<file path="config.mk">
export PLATFORM = sky130hd
export DESIGN_NAME = dlb_top
export DESIGN_NICKNAME = d
export VERILOG_FILES = /design/src/rtl/dlb_pkg.sv /design/src/rtl/dlb_ctl_if.sv /design/src/rtl/dlb_mux.sv /design/src/rtl/dlb_top.sv
export SDC_FILE = /design/constraint.sdc
export NUM_CORES = 1
export LEC_CHECK = 0
export ABC_CLOCK_PERIOD_IN_PS = 1700
export BUFFER_PORTS_ARGS = -buffer_cell sky130_fd_sc_hd__buf_4
export CAP_MARGIN = 30
export CORE_MARGIN = 1.5
export CORE_UTILIZATION = 43
export CTS_CLUSTER_DIAMETER = 60
export DETAILED_ROUTE_END_ITERATION = 6
export PLACE_DENSITY = 0.76
export REMOVE_ABC_BUFFERS = 1
export SETUP_SLACK_MARGIN = 0.02
export SYNTH_ARGS = -nofsm -noshare
export SYNTH_HDL_FRONTEND = slang
export SYNTH_SLANG_ARGS = --single-unit
</file>
<file path="constraint.sdc">
create_clock -name aclk -period 1.7 [get_ports aclk]
set_clock_uncertainty 0.2 [all_clocks]
set_input_delay 0.255 -clock aclk [delete_from_list [all_inputs] [get_ports aclk]]
set_output_delay 0.255 -clock aclk [all_outputs]
set_load 0.02 [all_outputs]
</file>
<file path="src/rtl/dlb_pkg.sv">
// Purpose: shared constants for the datapath loop/bypass/self-test control block
// Assumes: axi4-lite register access, 32-bit data, one clock
// Notes:   offsets are byte addresses
package dlb_pkg;
    // register byte offsets
    localparam logic [7:0] CTRL_A_OFS   = 8'h00;
    localparam logic [7:0] CTRL_B_OFS   = 8'h04;
    localparam logic [7:0] STATUS_OFS   = 8'h08;
    localparam logic [7:0] INT_STAT_OFS = 8'h0c;
    localparam logic [7:0] INT_MASK_OFS = 8'h10;
    // control a field positions
    localparam int SELFTEST_RUN_BIT  = 0;
    localparam int REPEAT_FILT_BIT   = 1;
    localparam int REMOTE_LOOP_BIT   = 2;
    localparam int BYPASS_BIT        = 3;
    localparam int LM_LOOP_BIT       = 4;
    localparam int EB_LOOP_BIT       = 5;
    localparam int SCRUB_BIT         = 6;
    localparam int CIPHER_LOOP_BIT   = 7;
    localparam int CTRL_A_WIDTH      = 8;
    // control b field positions
    localparam int CONFIG_OVR_BIT    = 15;
    // interrupt status field positions
    localparam int INT_DONE_BIT      = 0;
    localparam int INT_ABORT_BIT     = 1;
    localparam int INT_WIDTH         = 2;
    // reset values
    localparam logic [CTRL_A_WIDTH-1:0] CTRL_A_RST = 8'h00;
    localparam logic                    CFG_RST    = 1'b0;
    localparam logic [INT_WIDTH-1:0]    INT_RST    = 2'h0;
    // self-test length in cycles
    localparam int SELFTEST_CYCLES   = 1024;
    // axi responses
    localparam logic [1:0] RESP_OKAY   = 2'h0;
    localparam logic [1:0] RESP_SLVERR = 2'h2;
    // byte symbol width (two 5-bit symbols)
    localparam int BYTE_W            = 10;
    // idle symbol pair
    localparam logic [BYTE_W-1:0] IDLE_PAIR = 10'h3ff;
    // self-test engine states
    typedef enum logic [1:0] {
        DLB_ST_IDLE = 2'b00,
        DLB_ST_RUN  = 2'b01,
        DLB_ST_DONE = 2'b11
    } dlb_st_t;
endpackage : dlb_pkg

</file>
<file path="src/rtl/dlb_ctl_if.sv">
// Purpose: effective control bits passed from register file to datapath muxes
// Assumes: single clock domain
// Notes:   driven by the top, read by the mux module
`timescale 1ns/100ps
interface dlb_ctl_if;
    logic remote_loop_eff;
    logic bypass_eff;
    logic scrub_eff;
    logic local_loop_eff;
    logic repeat_filter_off;
    modport ctl (output remote_loop_eff, output bypass_eff, output scrub_eff,
                 output local_loop_eff, output repeat_filter_off);
    modport mux (input remote_loop_eff, input bypass_eff, input scrub_eff,
                 input local_loop_eff, input repeat_filter_off);
endinterface : dlb_ctl_if

</file>
<file path="src/rtl/dlb_mux.sv">
// Purpose: datapath selection for bypass, remote loop and framer loopback
// Assumes: all inputs on aclk
// Notes:   outputs registered
`timescale 1ns/100ps
module dlb_mux #(
    parameter int W = dlb_pkg::BYTE_W
) (
    // clock and reset
    input  wire logic         aclk,
    input  wire logic         aresetn,
    // controls
    dlb_ctl_if.mux            ctl,
    // datapath
    input  wire logic [W-1:0] line_byte_in,
    input  wire logic [W-1:0] tx_byte_in,
    input  wire logic [W-1:0] rx_path_byte,
    input  wire logic [W-1:0] tx_path_byte,
    output logic      [W-1:0] rx_byte_out,
    output logic      [W-1:0] tx_path_sel,
    output logic      [W-1:0] framer_in,
    output logic              repeat_filter_run
);
    // receive output: idle, transmit input, or receive path data
    always_ff @(posedge aclk) begin
        if (!aresetn) begin
            rx_byte_out <= '0;
        end else if (ctl.bypass_eff && ctl.scrub_eff) begin
            rx_byte_out <= W'(dlb_pkg::IDLE_PAIR);
        end else if (ctl.bypass_eff) begin
            rx_byte_out <= tx_byte_in;
        end else begin
            rx_byte_out <= rx_path_byte;
        end
    end

    // transmit path source: received symbols when remote loop is in force
    always_ff @(posedge aclk) begin
        if (!aresetn) begin
            tx_path_sel <= '0;
        end else begin
            tx_path_sel <= ctl.remote_loop_eff ? rx_path_byte : tx_byte_in;
        end
    end

    // framer input: looped transmit data during local loop or self test
    always_ff @(posedge aclk) begin
        if (!aresetn) begin
            framer_in <= '0;
        end else begin
            framer_in <= ctl.local_loop_eff ? tx_path_byte : line_byte_in;
        end
    end

    // repeat filter enable
    always_ff @(posedge aclk) begin
        if (!aresetn) begin
            repeat_filter_run <= 1'b0;
        end else begin
            repeat_filter_run <= !ctl.repeat_filter_off;
        end
    end
endmodule // dlb_mux

</file>
<file path="src/rtl/dlb_top.sv">
// Purpose: loopback, bypass, repeat filter and self-test control with axi4-lite registers
// Assumes: one 250 MHz clock, synchronous active-low reset
// Notes:   self-test engine is a fixed-length run with done interrupt
`timescale 1ns/100ps

// Summary of operation
// - effective remote loop sends received symbols into transmit path
// - remote loop mux follows bit only in maintenance or with override
// - remote loop ignored while any local or cipher loop bit set
// - remote loop bit writable anytime, held, applied when gating allows
// - connection management may use remote loop during normal operation
// - repeat filter off bit stops the repeat filter state machine
// - setting self-test run starts test; completion raises interrupt
// - clearing self-test run aborts a running test
// - bypass: idle with scrub, transmit input without, else receive path data
// - override makes scrub, bypass, remote loop act in any state
// - during self test the framer loopback path is established
module dlb_top #(
    parameter int W          = dlb_pkg::BYTE_W,
    parameter int TEST_CYCLES = dlb_pkg::SELFTEST_CYCLES
) (
    // clock and reset
    input  wire logic         aclk,
    input  wire logic         aresetn,
    // axi4-lite write address
    input  wire logic [7:0]   s_axi_awaddr,
    input  wire logic         s_axi_awvalid,
    output logic              s_axi_awready,
    // axi4-lite write data
    input  wire logic [31:0]  s_axi_wdata,
    input  wire logic [3:0]   s_axi_wstrb,
    input  wire logic         s_axi_wvalid,
    output logic              s_axi_wready,
    // axi4-lite write response
    output logic [1:0]        s_axi_bresp,
    output logic              s_axi_bvalid,
    input  wire logic         s_axi_bready,
    // axi4-lite read address
    input  wire logic [7:0]   s_axi_araddr,
    input  wire logic         s_axi_arvalid,
    output logic              s_axi_arready,
    // axi4-lite read data
    output logic [31:0]       s_axi_rdata,
    output logic [1:0]        s_axi_rresp,
    output logic              s_axi_rvalid,
    input  wire logic         s_axi_rready,
    // connection management state
    input  wire logic         maintenance_state,
    input  wire logic         cm_remote_loop_req,
    // datapath
    input  wire logic [W-1:0] line_symbol_in,
    input  wire logic [W-1:0] tx_byte_in,
    input  wire logic [W-1:0] rx_path_byte,
    input  wire logic [W-1:0] tx_path_byte,
    output logic      [W-1:0] rx_byte_out,
    output logic      [W-1:0] tx_path_sel,
    output logic      [W-1:0] framer_in,
    output logic              repeat_filter_run,
    // self-test status and interrupt
    output logic              selftest_busy,
    output logic              irq
);
    // control registers
    logic [dlb_pkg::CTRL_A_WIDTH-1:0] ctrl_a;
    logic                             config_override;
    logic [dlb_pkg::INT_WIDTH-1:0]    int_stat;
    logic [dlb_pkg::INT_WIDTH-1:0]    int_mask;
    logic [dlb_pkg::INT_WIDTH-1:0]    int_clr;
    // write channel holding
    logic        aw_hold;
    logic        w_hold;
    logic [7:0]  aw_addr;
    logic [31:0] w_data;
    logic [3:0]  w_strb;
    logic        wr_fire;
    logic        wr_addr_ok;
    // synchronised connection management inputs
    logic [1:0]  maintenance_state_sync;
    logic [1:0]  cmreq_sync;
    logic        gate_ok;
    // self-test engine
    dlb_pkg::dlb_st_t st;
    logic [$clog2(TEST_CYCLES+1)-1:0] st_cnt;
    logic        run_prev;
    logic        ev_done;
    logic        ev_abort;
    logic        run_bit;
    logic        any_local;
    logic        st_running;
    logic        st_last;

    dlb_ctl_if ctl_bus ();

    // register bit taps, write strobe and self-test state flags
    assign run_bit   = ctrl_a[dlb_pkg::SELFTEST_RUN_BIT];
    assign wr_fire   = aw_hold && w_hold && !s_axi_bvalid;
    assign st_running = (st == dlb_pkg::DLB_ST_RUN);
    assign st_last    = (st_cnt == ($clog2(TEST_CYCLES+1))'(TEST_CYCLES - 1));
    // gate for scrub, bypass and remote loop
    assign gate_ok   = maintenance_state_sync[1] || config_override;
    assign any_local = ctrl_a[dlb_pkg::EB_LOOP_BIT] || ctrl_a[dlb_pkg::LM_LOOP_BIT]
                       || ctrl_a[dlb_pkg::CIPHER_LOOP_BIT];

    // effective control bits
    assign ctl_bus.remote_loop_eff = !any_local &&
        ((gate_ok && ctrl_a[dlb_pkg::REMOTE_LOOP_BIT])
         || cmreq_sync[1]);
    assign ctl_bus.bypass_eff        = gate_ok && ctrl_a[dlb_pkg::BYPASS_BIT];
    assign ctl_bus.scrub_eff         = gate_ok && ctrl_a[dlb_pkg::SCRUB_BIT];
    assign ctl_bus.local_loop_eff    = ctrl_a[dlb_pkg::EB_LOOP_BIT]
                                       || st_running;
    assign ctl_bus.repeat_filter_off = ctrl_a[dlb_pkg::REPEAT_FILT_BIT];

    // write address decode: every mapped word answers okay
    assign wr_addr_ok = (aw_addr == dlb_pkg::CTRL_A_OFS)
                        || (aw_addr == dlb_pkg::CTRL_B_OFS)
                        || (aw_addr == dlb_pkg::STATUS_OFS)
                        || (aw_addr == dlb_pkg::INT_STAT_OFS)
                        || (aw_addr == dlb_pkg::INT_MASK_OFS);

    // write-one-to-clear pattern for the interrupt status word
    assign int_clr = (wr_fire && aw_addr == dlb_pkg::INT_STAT_OFS && w_strb[0])
                     ? w_data[dlb_pkg::INT_WIDTH-1:0] : {dlb_pkg::INT_WIDTH{1'b0}};

    // two-flop synchronisers for outside inputs
    always_ff @(posedge aclk) begin
        if (!aresetn) begin
            maintenance_state_sync <= 2'h0;
            cmreq_sync <= 2'h0;
        end else begin
            maintenance_state_sync <= {maintenance_state_sync[0], maintenance_state};
            cmreq_sync <= {cmreq_sync[0], cm_remote_loop_req};
        end
    end

    // write address and data capture, either order
    always_ff @(posedge aclk) begin
        if (!aresetn) begin
            aw_hold <= 1'b0;
            w_hold  <= 1'b0;
            aw_addr <= 8'h00;
            w_data  <= 32'h0000_0000;
            w_strb  <= 4'h0;
        end else begin
            if (s_axi_awvalid && s_axi_awready) begin
                aw_hold <= 1'b1;
                aw_addr <= s_axi_awaddr;
            end else if (wr_fire) begin
                aw_hold <= 1'b0;
            end
            if (s_axi_wvalid && s_axi_wready) begin
                w_hold <= 1'b1;
                w_data <= s_axi_wdata;
                w_strb <= s_axi_wstrb;
            end else if (wr_fire) begin
                w_hold <= 1'b0;
            end
        end
    end

    // ready and write response
    always_ff @(posedge aclk) begin
        if (!aresetn) begin
            s_axi_awready <= 1'b0;
            s_axi_wready  <= 1'b0;
            s_axi_bvalid  <= 1'b0;
            s_axi_bresp   <= dlb_pkg::RESP_OKAY;
        end else begin
            s_axi_awready <= !aw_hold && !(s_axi_awvalid && s_axi_awready) && !s_axi_bvalid;
            s_axi_wready  <= !w_hold && !(s_axi_wvalid && s_axi_wready) && !s_axi_bvalid;
            if (wr_fire) begin
                s_axi_bvalid <= 1'b1;
                s_axi_bresp  <= wr_addr_ok ? dlb_pkg::RESP_OKAY : dlb_pkg::RESP_SLVERR;
            end else if (s_axi_bready) begin
                s_axi_bvalid <= 1'b0;
            end
        end
    end

    // control register writes
    always_ff @(posedge aclk) begin
        if (!aresetn) begin
            ctrl_a          <= dlb_pkg::CTRL_A_RST;
            config_override <= dlb_pkg::CFG_RST;
            int_mask        <= dlb_pkg::INT_RST;
        end else if (wr_fire) begin
            if (aw_addr == dlb_pkg::CTRL_A_OFS && w_strb[0]) begin
                ctrl_a <= w_data[dlb_pkg::CTRL_A_WIDTH-1:0];
            end
            if (aw_addr == dlb_pkg::CTRL_B_OFS && w_strb[1]) begin
                config_override <= w_data[dlb_pkg::CONFIG_OVR_BIT];
            end
            if (aw_addr == dlb_pkg::INT_MASK_OFS && w_strb[0]) begin
                int_mask <= w_data[dlb_pkg::INT_WIDTH-1:0];
            end
        end
    end

    // self-test engine: starts on rising edge of run bit only
    always_ff @(posedge aclk) begin
        if (!aresetn) begin
            st       <= dlb_pkg::DLB_ST_IDLE;
            st_cnt   <= '0;
            run_prev <= 1'b0;
            ev_done  <= 1'b0;
            ev_abort <= 1'b0;
        end else begin
            run_prev <= run_bit;
            ev_done  <= 1'b0;
            ev_abort <= 1'b0;
            unique case (st)
                dlb_pkg::DLB_ST_IDLE: begin
                    if (run_bit && !run_prev) begin
                        st     <= dlb_pkg::DLB_ST_RUN;
                        st_cnt <= '0;
                    end
                end
                dlb_pkg::DLB_ST_RUN: begin
                    if (!run_bit) begin
                        st       <= dlb_pkg::DLB_ST_IDLE;
                        ev_abort <= 1'b1;
                    end else if (st_last) begin
                        st      <= dlb_pkg::DLB_ST_DONE;
                        ev_done <= 1'b1;
                    end else begin
                        st_cnt <= st_cnt + 1'b1;
                    end
                end
                dlb_pkg::DLB_ST_DONE: begin
                    if (!run_bit) begin
                        st <= dlb_pkg::DLB_ST_IDLE;
                    end
                end
                default: st <= dlb_pkg::DLB_ST_IDLE;
            endcase
        end
    end

    // sticky interrupt status, write one to clear, set wins
    always_ff @(posedge aclk) begin
        if (!aresetn) begin
            int_stat <= dlb_pkg::INT_RST;
        end else begin
            int_stat <= (int_stat & ~int_clr) | {ev_abort, ev_done}; // set wins
        end
    end

    // interrupt and busy outputs
    always_ff @(posedge aclk) begin
        if (!aresetn) begin
            irq           <= 1'b0;
            selftest_busy <= 1'b0;
        end else begin
            irq           <= |(int_stat & int_mask);
            selftest_busy <= st_running;
        end
    end

    // read channel
    always_ff @(posedge aclk) begin
        if (!aresetn) begin
            s_axi_arready <= 1'b0;
            s_axi_rvalid  <= 1'b0;
            s_axi_rdata   <= 32'h0000_0000;
            s_axi_rresp   <= dlb_pkg::RESP_OKAY;
        end else begin
            s_axi_arready <= !s_axi_rvalid && !(s_axi_arvalid && s_axi_arready);
            if (s_axi_arvalid && s_axi_arready) begin
                s_axi_rvalid <= 1'b1;
                s_axi_rresp  <= dlb_pkg::RESP_OKAY;
                s_axi_rdata  <= 32'h0000_0000;
                unique case (s_axi_araddr)
                    dlb_pkg::CTRL_A_OFS:   s_axi_rdata[dlb_pkg::CTRL_A_WIDTH-1:0] <= ctrl_a;
                    dlb_pkg::CTRL_B_OFS:   s_axi_rdata[dlb_pkg::CONFIG_OVR_BIT] <= config_override;
                    dlb_pkg::STATUS_OFS:   s_axi_rdata[4:0] <= {ctl_bus.scrub_eff,
                        ctl_bus.bypass_eff, ctl_bus.remote_loop_eff, st};
                    dlb_pkg::INT_STAT_OFS: s_axi_rdata[dlb_pkg::INT_WIDTH-1:0] <= int_stat;
                    dlb_pkg::INT_MASK_OFS: s_axi_rdata[dlb_pkg::INT_WIDTH-1:0] <= int_mask;
                    default:               s_axi_rresp <= dlb_pkg::RESP_SLVERR;
                endcase
            end else if (s_axi_rready) begin
                s_axi_rvalid <= 1'b0;
            end
        end
    end

    // datapath multiplexers
    dlb_mux #(
        .W (W)
    ) u_mux (
        .aclk              (aclk),
        .aresetn           (aresetn),
        .ctl               (ctl_bus.mux),
        .line_byte_in      (line_symbol_in),
        .tx_byte_in        (tx_byte_in),
        .rx_path_byte      (rx_path_byte),
        .tx_path_byte      (tx_path_byte),
        .rx_byte_out       (rx_byte_out),
        .tx_path_sel       (tx_path_sel),
        .framer_in         (framer_in),
        .repeat_filter_run (repeat_filter_run)
    );
endmodule // dlb_top

</file>
==> summary.md <==
The run gives 554 MHz as the highest achievable clock rate. The detailed-route DRC error count was 0; the count of flip-flops with a built-in enable after synthesis was 0. The longest clock path from root to sink contains 2 buffers.

The global-route wire length before repair came out at 19900 um. met2 is the most crowded layer. The worst setup path is of the flop to flop kind. The synthesis-to-finish area growth was 53.0%. The logs give -0.107 ns for the minimum setup slack in the final design and 4266 for the number of global-route vias before repair. For the relative slew slack, the log shows 0.637. The tools report the total routed wirelength as 13000 um. The checks that failed: setup timing.

In the final layout, the multi-input gates occupy 2010 um^2. The worst setup path is launched from a flop. The number of top-level pins came out at 175. After the first detailed-routing iteration, the DRC count stood at 240. Initial antenna violation count: 0. STA puts the critical path data required time at 1.77 ns. The tools report the all-layer global routing usage as 0.244. TritonCTS built the clock tree. For the global placer's final weighted congestion, the log shows 0.855. The number of buffers added by the clock tree synthesis step was 9; the average cell area after synthesis was 8.59 um^2.

Clock tree synthesis selected as its root buffer the cell sky130_fd_sc_hd__clkbuf_8. The async set-or-reset flop fraction in the synthesized netlist was 0. The worst-margin pin slew came out at 0.537 ns.

The worst-case setup slack after placement was -0.119 ns. The tools report the final standard cell utilization of the core as 0.689. The flip-flop and latch count after synthesis is 103. For the worst setup path, the data arrival time is 1.88 ns. The path class of the tightest hold or removal check is input port to flop. Setup repair after global routing could not meet its margin everywhere. The run gives 53 as the distinct cell type count after synthesis. The number of I/O port buffers was 124; the first-pass detailed-route iteration total was 5.

Clock-pin slew was measured on the worst setup and hold paths at 0.11 ns. The run gives 0.38 ns as the latest clock arrival within the worst-skew pair. For the floorplan core area, the log shows 9370 um^2.

For this run, the number of Yosys warnings is 0. The die covers 10400 um^2. The ratio of cells with drive above 1 in the final layout was 0.307.

Summed over all cells, the static leakage comes to 2.85 nW. The power per cell area was 756 nW/um^2. Entering global routing, the biggest net connects 36 pins. The power spent charging and discharging nets is 0.00132 W.

The master of the slowest instance on the critical path was sky130_fd_sc_hd__or4b_4. The flow ran to the end, but the final reports show violations. Ranked by total cell area, the synthesized netlist is headed by sky130_fd_sc_hd__dfxtp_1 (49%), sky130_fd_sc_hd__nand2_1 (8.1%), sky130_fd_sc_hd__a21oi_1 (5.3%). Max-slew violation count: 0. Counting buffers and inverters, the worst setup path is 5 cells deep.

From bottom edge to top edge, the die measures 102 um. Across all layers, the routed design uses 4405 vias. The highest ir drop seen on vdd was 0.411 mV; the largest driver fanout on the critical path was 16. Final net count: 819.

Counting instances in the post-synthesis netlist gives the leading cell types as sky130_fd_sc_hd__dfxtp_1 (103), sky130_fd_sc_hd__nand2_1 (91), sky130_fd_sc_hd__a21oi_1 (45). In the synthesized netlist the dominant register cell turns out to be sky130_fd_sc_hd__dfxtp_1. The final hold violation count was 0.

The count of endpoints failing setup in the final report was 15. Among cell families on the critical path, the largest total delay comes from simple AND/OR/NAND/NOR gates. The tools report the critical path endpoint category as a flop. The floorplan die width is 102 um. The smallest clock period supported by the final layout is computed as 1.81 ns. The run gives 0.450 as the starting utilization of the core area. The ratio of final minimum period to clock period is 1.06, and the number of cells traversed by the worst register-to-register path is 5.

The number of vias per cell is 5.18. The tool flagged a number of max-cap violations equal to 0. After technology mapping, the gate count stands at 491.

The CTS sink count was 103; the total of fill cells in the finished design was 727. Combinational fraction of design power: 0.146. The buffering stage count on the worst path with inverters included came out at 2. Once detailed placement completed, the half-perimeter wirelength came to 8100 um. The total standard cell area after synthesis came out at 4220 um^2. The tools report the global routing usage on met2 as 0.439. Across the whole layout, storage elements account for 2070 um^2. Cell taking the most area after synthesis: sky130_fd_sc_hd__dfxtp_1. Area share of the largest cell type after synthesis: 0.489.

The critical path goes through or4b_4 -> nor4_4 -> buf_12 -> buf_4 -> o21ai_2. The part of the total power dissipated in the clock network is 0.334, and the share of total power consumed by net switching is 0.270. The run gives 0 as the number of inserted diodes. The run gives 0 as the overall overflow remaining after global route.

For the sequential cell area fraction in the yosys report, the log shows 0.489. The global-route track usage on met3 is 0.0376, and the sequential cell fraction of total power is 0.520. In this run the core area contains 35 standard-cell rows. For the routing usage on met1, the log shows 0.285. By instance count, the leading cell after synthesis is sky130_fd_sc_hd__dfxtp_1.

The largest single stage delay on the critical path is 0.54 ns. The number of levels the H-tree was split into is 3. For the number of nets with antenna violations after routing, the log shows 0. Detailed-route wire length per cell: 15.2 um.

Worst hold path cell count: 3. The tools report the internal power contribution as 0.00356 W.
## logic make-up (layout without fill, tap and decap cells)
family	Yosys count	count (layout)	share of synthesized area
AO/OA/AOI/OAI	114	114	0.170
AND/OR/NAND/NOR	201	201	0.225
other	1	25	0.000889
adder cells (fa/ha/maj)	1	1	0.00297
flip-flops	103	103	0.489
buffers and inverters	55	262	0.0742
multiplexers	16	16	0.0380
## flip-flops by register name, summed over array words and instances, names as in the netlist, 2 cells and up
register,count
ctrl_a,8
u_mux.tx_path_sel,10
w_data,9
aw_addr,8
int_stat,2
st_cnt,11
cmreq_sync,2
w_strb,2
maintenance_state_sync,2
int_mask,2
s_axi_rdata,9
st,2
u_mux.framer_in,10
u_mux.rx_byte_out,10
## routing by layer
metal / up-vias / share of wire / wire [um]
met4: 0 / 0.023 / 295
met3: 29 / 0.057 / 745
met2: 179 / 0.52 / 6700
li1: 2111 / - / -
met5: - / 0 / 0
met1: 2086 / 0.40 / 5220
## cells in the final DEF (no fill, tap or decap), drive strengths merged, types with 6 or more instances in the layout
cell,n
buf,174
dfxtp,103
nand2,91
dlygate4sd3,64
a21oi,45
nor2,44
conb,25
o21ai,20
mux2i,16
a211oi,12
inv,12
nand3,11
clkbuf,9
nor3,8
and2,7
nand2b,7
a31oi,6
## power groups by stage
stage	registers (W)	clock network (W)	logic [W]
3_3_place_gp	0.00258	0	0.000556
2_1_floorplan	0.00265	0	0.000202
5_1_grt	0.00254	0.00175	0.000767
4_1_cts	0.00253	0.00164	0.000692
3_5_place_dp	0.00259	0	0.000567
6_report	0.00254	0.00163	0.000713
## final cells by class
type,instances,area share
Sequential cell,103,0.321
Multi-Input combinational cell,357,0.312
Timing Repair Buffer,238,0.304
Tap cell,129,0.0250
Clock buffer,9,0.0192
Clock inverter,7,0.0132
Inverter,8,0.00504
## timing repair
| item | CTS | global route |
|---|---|---|
| buffers inserted | 2 | 3 |
| pin swaps | 4 | 8 |
| setup endpoints to repair | 28 | 29 |
| endpoints found under the hold margin | 54 | 0 |
| gates cloned | 0 | 0 |
| hold buffers | 64 | 0 |
| resized for setup | 10 | 26 |
## worst min-delay path: cells and delay by family
family | cells | cell delay, ns
buffers and inverters | 1 | 0.12
and+or+nand+nor | 1 | 0.11
AOI/OAI and AO/OA | 1 | 0.06
## final timing paths
check,startpoint,end,slack (ns)
setup / recovery,aw_addr[2],ctrl_a[7],-0.11
setup reg to reg,aw_addr[2],ctrl_a[7],-0.11
hold reg to reg,s_axi_rvalid,s_axi_arready,0.26
hold / removal,s_axi_araddr[4],s_axi_rdata[15],0.02
## through the flow
step                instances  setup TNS (ns)  total power, W  area [um^2]  hold slack (ns)
global route              851           -1.62         0.00506         6450           0.0462
finish                    851          -0.797         0.00488         6450           0.0249
CTS                       848          -0.664         0.00487         6370           0.0252
global placement          766          -0.790         0.00314         5470            0.229
detailed placement        766           -1.63         0.00315         5470            0.233
floorplan                 468           -8.20         0.00285         4030            0.177
(Power assumes the default switching activity.)
